--- config.mk ---
export PLATFORM = sky130hd
export DESIGN_NAME = scm_clock_ctrl
export DESIGN_NICKNAME = d
export VERILOG_FILES = /design/src/scm_pkg.sv /design/src/scm_clock_ctrl.sv /design/src/scm_tick_div.sv
export VERILOG_INCLUDE_DIRS = /design/src
export SDC_FILE = /design/constraint.sdc
export NUM_CORES = 1
export LEC_CHECK = 0
export BUFFER_PORTS_ARGS = -buffer_cell sky130_fd_sc_hd__buf_4
export CAP_MARGIN = 30
export CORE_MARGIN = 2
export CORE_UTILIZATION = 45
export DETAILED_ROUTE_END_ITERATION = 16
export RECOVER_POWER = 50
export SLEW_MARGIN = 20
export SYNTH_ARGS = -nofsm -noshare
export SYNTH_HDL_FRONTEND = slang
export SYNTH_SLANG_ARGS = --single-unit
export TNS_END_PERCENT = 10
--- constraint.sdc ---
create_clock -name core_clk_i -period 5.6 [get_ports core_clk_i]
set_input_delay 1.12 -clock core_clk_i [delete_from_list [all_inputs] [get_ports core_clk_i]]
set_output_delay 1.12 -clock core_clk_i [all_outputs]
set_load 0.05 [all_outputs]
--- src/scm_consts.svh ---
// Constants for the system clock and power mode controller.
// Assumes a 40 MHz core clock; all clocks are modelled as enable pulses.
`ifndef SCM_CONSTS_SVH
`define SCM_CONSTS_SVH

// ----------------------------------------------------------------
// Timing
// ----------------------------------------------------------------
`define SCM_CORE_CLK_HZ      40000000
`define SCM_SUB_CLK_HZ       32000
`define SCM_IRC_KHZ_DEF      32
`define SCM_OSC_STABLE_US    64
`define SCM_SWITCH_SYS_TICKS 4

// ----------------------------------------------------------------
// Divider select and reset values
// ----------------------------------------------------------------
`define SCM_DIV_SEL_W        3
`define SCM_DIV_SEL_RST      3'h0
`define SCM_DIV_SEL_UNDIV    3'h7
`define SCM_DIV_CNT_W        6

`endif

--- src/scm_pkg.sv ---
// Types shared by the clock and power mode controller.
// Assumes scm_consts.svh is on the include path.
package scm_pkg;

    typedef enum logic [1:0] {
        SCM_NORMAL = 2'b00,
        SCM_IDLE   = 2'b01,
        SCM_SLEEP  = 2'b10,
        SCM_WAKE   = 2'b11
    } scm_mode_t;

    typedef struct packed {
        logic cpu;
        logic sys;
        logic hs;
        logic sub;
    } scm_ticks_t;

    typedef struct packed {
        logic power_down_flag;
        logic watchdog_timeout_flag;
    } scm_flags_t;

endpackage : scm_pkg

--- src/scm_clock_ctrl.sv ---
// System clock generation and NORMAL/IDLE/SLEEP mode control.
// Assumes all inputs come from logic on core_clk_i; clocks leave as enables.
//
// Function
// - The RC oscillator runs at 32, 64 or 128 kHz fixed by a build parameter.
// - The high-speed clock comes from the internal RC oscillator alone.
// - One system clock feeds CPU and peripherals, undivided or divided by the select field.
// - In NORMAL the system clock is the high-speed clock over 1 to 64 with the substitute on.
// - The substitute clock is derived from the oscillator at a fixed 32 kHz.
// - Four modes exist: NORMAL with CPU running, IDLE, SLEEP and WAKE with the CPU stopped.
// - Halt with keep-oscillator set enters IDLE: CPU clock stops, the others keep running.
// - Halt with keep-oscillator clear enters SLEEP: CPU, system and high-speed clocks stop.
// - In SLEEP the substitute clock runs only while the watchdog is enabled.
// - In IDLE the oscillator keeps running for peripherals but is gated from the CPU.
// - Halting during a nonvolatile access makes that access fail.
// - Select 000 and 111 are undivided, 001 to 110 divide by 2 to 64.
// - A divider change completes within four system periods plus one boundary.
// - Entering IDLE or SLEEP sets the power-down flag and clears the timeout flag, unless a watchdog timeout arrives in the same cycle.
`timescale 1ns/1ps
`include "scm_consts.svh"
module scm_clock_ctrl
    import scm_pkg::*;
#(
    parameter int IRC_KHZ       = `SCM_IRC_KHZ_DEF,
    parameter int STABLE_CYCLES = `SCM_OSC_STABLE_US * (`SCM_CORE_CLK_HZ / 1000000)
) (
    input  wire logic                      core_clk_i,
    input  wire logic                      rst_i,
    input  wire logic                      clk_en_i,
    input  wire logic [`SCM_DIV_SEL_W-1:0] sys_clk_divider_select_i,
    input  wire logic                      idle_osc_keep_enable_i,
    input  wire logic                      halt_i,
    input  wire logic                      wake_i,
    input  wire logic                      wdt_enable_i,
    input  wire logic                      wdt_timeout_i,
    input  wire logic                      wdt_clear_i,
    input  wire logic                      nv_busy_i,
    output scm_ticks_t                     ticks_o,
    output scm_mode_t                      mode_o,
    output scm_flags_t                     flags_o,
    output logic                           div_switch_busy_o,
    output logic                           nv_abort_o
);
    // ----------------------------------------------------------------
    // Derived constants
    // ----------------------------------------------------------------
    localparam int IRC_CYC   = `SCM_CORE_CLK_HZ / (IRC_KHZ * 1000);
    localparam int SUB_RATIO = IRC_KHZ * 1000 / `SCM_SUB_CLK_HZ;
    localparam int IRC_W     = $clog2(IRC_CYC + 1);
    localparam int STB_W     = $clog2(STABLE_CYCLES + 1);

    initial begin
        if (IRC_KHZ != 32 && IRC_KHZ != 64 && IRC_KHZ != 128)
            $error("scm_clock_ctrl: IRC_KHZ must be 32, 64 or 128");
        if (STABLE_CYCLES < 1) $error("scm_clock_ctrl: STABLE_CYCLES below one");
    end

    function automatic logic [2:0] sel_shift(input logic [`SCM_DIV_SEL_W-1:0] sel);
        sel_shift = (sel == `SCM_DIV_SEL_UNDIV) ? 3'h0 : sel;
    endfunction : sel_shift

    function automatic logic [`SCM_DIV_CNT_W-1:0] sel_last(
        input logic [`SCM_DIV_SEL_W-1:0] sel);
        logic [6:0] ratio;
        ratio    = 7'h01 << sel_shift(sel);
        sel_last = 6'(ratio - 7'h01);
    endfunction : sel_last

    // ----------------------------------------------------------------
    // State
    // ----------------------------------------------------------------
    scm_mode_t                   state_q;
    logic [IRC_W-1:0]            irc_cnt_q;
    logic [`SCM_DIV_SEL_W-1:0]   active_sel_q;
    logic [2:0]                  sw_cnt_q;
    logic [STB_W-1:0]            stb_cnt_q;
    logic                        pdf_q;
    logic                        to_q;
    logic                        osc_on;
    logic                        irc_tick;
    logic                        hs_tick;
    logic                        sys_tick;
    logic                        sub_tick;
    logic                        cpu_tick;
    logic                        pending;
    logic                        load_sel;
    logic                        halt_ok;
    logic [`SCM_DIV_CNT_W-1:0]   div_cnt;
    logic [1:0]                  sub_cnt;

    // ----------------------------------------------------------------
    // Oscillator and clock enables
    // ----------------------------------------------------------------
    assign osc_on   = !(state_q == SCM_SLEEP && !wdt_enable_i);
    assign irc_tick = osc_on && (irc_cnt_q == IRC_W'(IRC_CYC - 1));
    assign hs_tick  = irc_tick && (state_q != SCM_SLEEP);
    assign cpu_tick = sys_tick && (state_q == SCM_NORMAL);
    assign halt_ok  = halt_i && (state_q == SCM_NORMAL);

    always_ff @(posedge core_clk_i or posedge rst_i) begin
        if (rst_i) begin
            irc_cnt_q <= '0;
        end else if (clk_en_i) begin
            if (!osc_on || irc_tick) begin
                irc_cnt_q <= '0;
            end else begin
                irc_cnt_q <= irc_cnt_q + IRC_W'(1);
            end
        end
    end

    scm_tick_div #(.W(`SCM_DIV_CNT_W)) u_sys_div (
        .core_clk_i (core_clk_i),
        .rst_i      (rst_i),
        .clk_en_i   (clk_en_i),
        .tick_i     (hs_tick),
        .restart_i  (load_sel),
        .last_i     (sel_last(active_sel_q)),
        .tick_o     (sys_tick),
        .count_o    (div_cnt)
    );

    scm_tick_div #(.W(2)) u_sub_div (
        .core_clk_i (core_clk_i),
        .rst_i      (rst_i),
        .clk_en_i   (clk_en_i),
        .tick_i     (irc_tick),
        .restart_i  (1'b0),
        .last_i     (2'(SUB_RATIO - 1)),
        .tick_o     (sub_tick),
        .count_o    (sub_cnt)
    );

    // ----------------------------------------------------------------
    // Divider switching
    // ----------------------------------------------------------------
    assign pending  = (sys_clk_divider_select_i != active_sel_q);
    assign load_sel = pending && sys_tick &&
                      (sw_cnt_q == 3'(`SCM_SWITCH_SYS_TICKS));

    always_ff @(posedge core_clk_i or posedge rst_i) begin
        if (rst_i) begin
            active_sel_q <= `SCM_DIV_SEL_RST;
            sw_cnt_q     <= 3'h0;
        end else if (clk_en_i) begin
            if (!pending || load_sel) begin
                sw_cnt_q <= 3'h0;
            end else if (sys_tick && sw_cnt_q != 3'(`SCM_SWITCH_SYS_TICKS)) begin
                sw_cnt_q <= sw_cnt_q + 3'h1;
            end
            if (load_sel) begin
                active_sel_q <= sys_clk_divider_select_i;
            end
        end
    end

    // ----------------------------------------------------------------
    // Mode control
    // ----------------------------------------------------------------
    always_ff @(posedge core_clk_i or posedge rst_i) begin
        if (rst_i) begin
            state_q   <= SCM_NORMAL;
            stb_cnt_q <= '0;
        end else if (clk_en_i) begin
            unique case (state_q)
                SCM_NORMAL: begin
                    if (halt_ok) begin
                        state_q <= idle_osc_keep_enable_i ? SCM_IDLE : SCM_SLEEP;
                    end
                end
                SCM_IDLE: begin
                    if (wake_i) begin
                        state_q <= SCM_NORMAL;
                    end
                end
                SCM_SLEEP: begin
                    stb_cnt_q <= '0;
                    if (wake_i) begin
                        state_q <= SCM_WAKE;
                    end
                end
                SCM_WAKE: begin
                    if (stb_cnt_q == STB_W'(STABLE_CYCLES - 1)) begin
                        state_q <= SCM_NORMAL;
                    end else begin
                        stb_cnt_q <= stb_cnt_q + STB_W'(1);
                    end
                end
            endcase
        end
    end

    always_ff @(posedge core_clk_i or posedge rst_i) begin
        if (rst_i) begin
            pdf_q <= 1'b0;
            to_q  <= 1'b0;
        end else if (clk_en_i) begin
            if (halt_ok) begin
                pdf_q <= 1'b1;
            end else if (wdt_clear_i) begin
                pdf_q <= 1'b0;
            end
            if (wdt_timeout_i) begin
                to_q <= 1'b1;
            end else if (halt_ok) begin
                to_q <= 1'b0;
            end
        end
    end

    // ----------------------------------------------------------------
    // Registered outputs
    // ----------------------------------------------------------------
    always_ff @(posedge core_clk_i or posedge rst_i) begin
        if (rst_i) begin
            ticks_o           <= '0;
            mode_o            <= SCM_NORMAL;
            flags_o           <= '0;
            div_switch_busy_o <= 1'b0;
            nv_abort_o        <= 1'b0;
        end else if (clk_en_i) begin
            ticks_o           <= '{cpu: cpu_tick, sys: sys_tick, hs: hs_tick, sub: sub_tick};
            mode_o            <= state_q;
            flags_o           <= '{power_down_flag: pdf_q, watchdog_timeout_flag: to_q};
            div_switch_busy_o <= pending && !load_sel;
            nv_abort_o        <= halt_ok && nv_busy_i;
        end
    end

    // ----------------------------------------------------------------
    // Assertions
    // ----------------------------------------------------------------
    logic [8:0] wait_hs_q;
    always_ff @(posedge core_clk_i or posedge rst_i) begin
        if (rst_i) begin
            wait_hs_q <= '0;
        end else if (clk_en_i) begin
            wait_hs_q <= (!pending || load_sel) ? 9'h000 :
                         (hs_tick ? wait_hs_q + 9'h001 : wait_hs_q);
        end
    end

    property p_idle_cpu_off;
        @(posedge core_clk_i) disable iff (rst_i)
        state_q == SCM_IDLE |-> !cpu_tick && (irc_tick == hs_tick);
    endproperty
    a_idle_cpu_off: assert property (p_idle_cpu_off) else $error("IDLE clocks wrong");
    property p_sleep_off;
        @(posedge core_clk_i) disable iff (rst_i)
        state_q == SCM_SLEEP |-> !sys_tick && !hs_tick && !cpu_tick;
    endproperty
    a_sleep_off: assert property (p_sleep_off) else $error("clock runs in SLEEP");
    property p_sleep_sub;
        @(posedge core_clk_i) disable iff (rst_i)
        clk_en_i && state_q == SCM_SLEEP && !wdt_enable_i |-> !sub_tick ##1 (irc_cnt_q == '0);
    endproperty
    a_sleep_sub: assert property (p_sleep_sub) else $error("substitute runs");
    property p_enter_flags;
        @(posedge core_clk_i) disable iff (rst_i)
        clk_en_i && halt_ok && !wdt_timeout_i |=> pdf_q && !to_q && state_q != SCM_NORMAL;
    endproperty
    a_enter_flags: assert property (p_enter_flags) else $error("entry flags wrong");
    property p_undiv;
        @(posedge core_clk_i) disable iff (rst_i)
        hs_tick && sel_shift(active_sel_q) == 3'h0 |-> sys_tick;
    endproperty
    a_undiv: assert property (p_undiv) else $error("undivided select divides");
    property p_switch_bound;
        @(posedge core_clk_i) disable iff (rst_i)
        wait_hs_q <= 9'h140;
    endproperty
    a_switch_bound: assert property (p_switch_bound) else $error("switch too slow");
    property p_load_on_edge;
        @(posedge core_clk_i) disable iff (rst_i)
        load_sel |-> sys_tick && div_cnt == sel_last(active_sel_q);
    endproperty
    a_load_on_edge: assert property (p_load_on_edge) else $error("switch mid-period");
    property p_wake_stable;
        @(posedge core_clk_i) disable iff (rst_i)
        clk_en_i && state_q == SCM_SLEEP && wake_i |=> state_q == SCM_WAKE && !cpu_tick;
    endproperty
    a_wake_stable: assert property (p_wake_stable) else $error("wake skipped delay");
    property p_nv_abort;
        @(posedge core_clk_i) disable iff (rst_i)
        clk_en_i && halt_ok && nv_busy_i |=> nv_abort_o;
    endproperty
    a_nv_abort: assert property (p_nv_abort) else $error("nv abort missing");
    property p_sub_from_irc;
        @(posedge core_clk_i) disable iff (rst_i)
        sub_tick |-> irc_tick && sub_cnt == 2'(SUB_RATIO - 1);
    endproperty
    a_sub_from_irc: assert property (p_sub_from_irc) else $error("substitute rate");

    c_idle:   cover property (@(posedge core_clk_i) state_q == SCM_IDLE);
    c_sleep:  cover property (@(posedge core_clk_i) state_q == SCM_SLEEP && wdt_enable_i);
    c_wake:   cover property (@(posedge core_clk_i) state_q == SCM_WAKE ##1 state_q == SCM_NORMAL);
    c_switch: cover property (@(posedge core_clk_i) load_sel);
endmodule : scm_clock_ctrl

--- src/scm_tick_div.sv ---
// Divides an enable pulse stream by a programmable ratio.
// Assumes tick_i is a single-cycle pulse on core_clk_i.
`timescale 1ns/1ps
module scm_tick_div #(
    parameter int W = 6
) (
    input  wire logic         core_clk_i,
    input  wire logic         rst_i,
    input  wire logic         clk_en_i,
    input  wire logic         tick_i,
    input  wire logic         restart_i,
    input  wire logic [W-1:0] last_i,
    output logic              tick_o,
    output logic [W-1:0]      count_o
);
    initial begin
        if (W < 1) $error("scm_tick_div: W must be at least 1");
    end

    assign tick_o  = tick_i && (count_o == last_i);

    always_ff @(posedge core_clk_i or posedge rst_i) begin
        if (rst_i) begin
            count_o <= '0;
        end else if (clk_en_i) begin
            if (restart_i || tick_o) begin
                count_o <= '0;
            end else if (tick_i) begin
                count_o <= count_o + W'(1);
            end
        end
    end
endmodule : scm_tick_div

==> flow_summary.toml <==
[status]
status = "finished, violations left"
violations = "capacitance limit, slew limit"

[floorplan]
core-area_um2 = 6277
dieArea_um2 = 7103
start_util_pct = 46.20
die_w_um = 84.28
std_cell_rows = 29
die_y_um = 84.28
pin_count = 23

[setup_path]
path_class = "in -> reg"
r2r-start = "active_sel_q[1]"
critical_path.startpoint_type = "input pin"
timing.critical_path.from = "clk_en_i"
arrival_ns = 3.98
endpoint_kind = "flip-flop"
r2r_slack_ns = 2.39
cp.required_ns = 5.76
path_max_fanout = 34

[pwr]
power_density_nw_per_um2 = 249.8
finalPower_w = 0.0007931
power.leakage_nw = 1.420
ir_worst_vdd_uv = 125.9

[cells_and_area]
drive_above_1_share_pct = 11.90
antenna_cells = 0
nNetsFinal = 358
syn_to_final_growth_pct = 9.448
final_area_um2 = 3174

[hold_path]
hp-start = "pdf_q"
hold_path.class = "reg -> reg"

[placement]
io_buffers = 22
place.gp.congestion = 0.7854
dp_hpwl_um = 4265
place_area_um2 = 3122

[synthesis]
synth-main-ff-cell = "dfrtp_1"
synth_most_common_cell = "dfrtp_1"
avgSynthCellArea_um2 = 9.035
netlist_area_um2 = 2900
yosysSeqAreaShare_pct = 44.00
synthCells = 321
ys_types = 53
synth_fp_nets = 342
synth_top_area_cell = "dfrtp_1"
synth-seq-cells = 51
synth_common_cells = "dfrtp_1, nand2_1, nor2_1, o21ai_0, a21oi_1"
async_reset_ff_share_pct = 100.0
yosys-top-cells-area = "dfrtp_1, nand2_1, o21ai_0"
synth-edff-count = 0
yosysTopAreaCellShare_pct = 44.00
yosys_warnings = 0

[detailed_routing]
via_per_inst = 5.719
wire_per_inst_um = 14.32
vias = 2362
drc = 0
drt-initial-drc-count = 119
dr.pass1.iters = 5
wirelength_um = 5916
detail-route-antenna-nets = 0

[sta]
worst_clock_skew_ns = 0.007583
hold_violations = 0
period_minus_slack_ns = 3.821
fmax_mhz = 261.7
finalSetupViolations = 0
slew_violations = 30
max_slew_margin_pct = -4.663
finalCritPeriodShare_pct = 68.23
rsz0062_at_grt = "no"
tightest_slew_ns = 1.570
fin_tns_setup_ns = 0

[grt]
grt_pass1_vias = 2246
gr-usage-met1_pct = 24.03
gr-total-overflow = 0
grtUsageMet3_pct = 3.343
antenna_found_initial = 0
grt_max_degree = 35
grt_use_total_pct = 17.60
grt_pass1_wl_um = 10360
met2_usage_pct = 29.08
top_usage_layer = "met2"

[clock_tree]
htree_levels = 2
cts_repair_resize_count = 0
cts_tree = "yes"
hold_buffers = 0
clockBufferDepth = 2
root_buffer = "clkbuf_8"
numClockSinks = 51
clkTransAtPathRegs_ns = 0.09
cts_inserted_buffers = 5
postCtsSetupRepairBufs = 0
clkLatencyLatePin_ns = 0.30

[job]
maxCapViolations = 1
## where the power goes
part | switching, W | internal, W | total, W
Clock | 0.000113 | 0.0000837 | 0.000197
Sequential | 0.0000498 | 0.000410 | 0.000460
Combinational | 0.0000803 | 0.0000563 | 0.000137
## cell type report
type | instances | area, um^2
Clock buffer | 6 | 72.57
Fill cell | 597 | 3103
Timing Repair Buffer | 23 | 165.2
Tap cell | 77 | 96.34
Multi-Input combinational cell | 241 | 1508
Sequential cell | 51 | 1276
Inverter | 15 | 56.30
## layout by cell type, fill, tap and decap left out, types with 7 or more instances in the layout
master / instances
nand2_1: 40
dfrtp_1: 51
buf_4: 20
nor3_1: 10
xor2_1: 9
mux2_2: 7
nand3_1: 13
a21oi_1: 17
o21ai_0: 23
inv_1: 14
nor2_1: 26
ha_1: 8
## path summary, 6_finish.rpt
check                           cells past startpoint                    to
worst min-delay path                                2                 pdf_q
max in group asynchronous                           3            state_q[0]
worst max register to register                      8       active_sel_q[2]
min in group asynchronous                           2          irc_cnt_q[0]
worst max-delay path                                6  u_sys_div.count_o[2]
worst min register to register                      2                 pdf_q
## worst max-delay path, cell delays in order
cell and delay (ns):
clkbuf_1 0.91, clkinv_1 0.63, or3b_2 0.61, nor2_1 0.40
mux2i_1 0.24, nor3_1 0.07
## metrics by stage
stage / instances / setup WS, ns / utilization (%) / hold WS, ns
2_1_floorplan: 321 / 2.507 / - / 0.4396
3_3_place_gp: 406 / 2.444 / 49.41 / 0.4624
3_5_place_dp: 407 / 2.415 / 49.73 / 0.4705
4_1_cts: 413 / 2.400 / 50.89 / 0.4934
5_1_grt: 413 / 1.497 / 50.57 / 0.5171
6_report: 413 / 1.779 / 50.57 / 0.4867
## flip-flops by register name (all words and copies together), names as in the netlist, 2 cells and up
name	count
state_q	2
irc_cnt_q	11
active_sel_q	3
flags_o	2
u_sys_div.count_o	6
ticks_o	4
u_sub_div.count_o	2
mode_o	2
stb_cnt_q	12
sw_cnt_q	3
## logic make-up (layout without fill, tap and decap cells)
kind of cell / after synthesis / count (layout) / share of synthesized area [%]
buf+inv: 29 / 44 / 4.012
flops: 51 / 51 / 44.00
xor+xnor: 12 / 12 / 3.624
mux: 12 / 12 / 4.444
compound gates: 77 / 77 / 17.00
fa+ha+maj: 8 / 8 / 3.451
simple gates: 132 / 132 / 23.47
## layer usage
metal,part of all wire (%),up-vias
met2,46,44
met4,0.91,0
li1,-,1176
met1,49,1135
met3,3.7,7
met5,0,-
No activity file was read; power rests on OpenSTA's default activity.
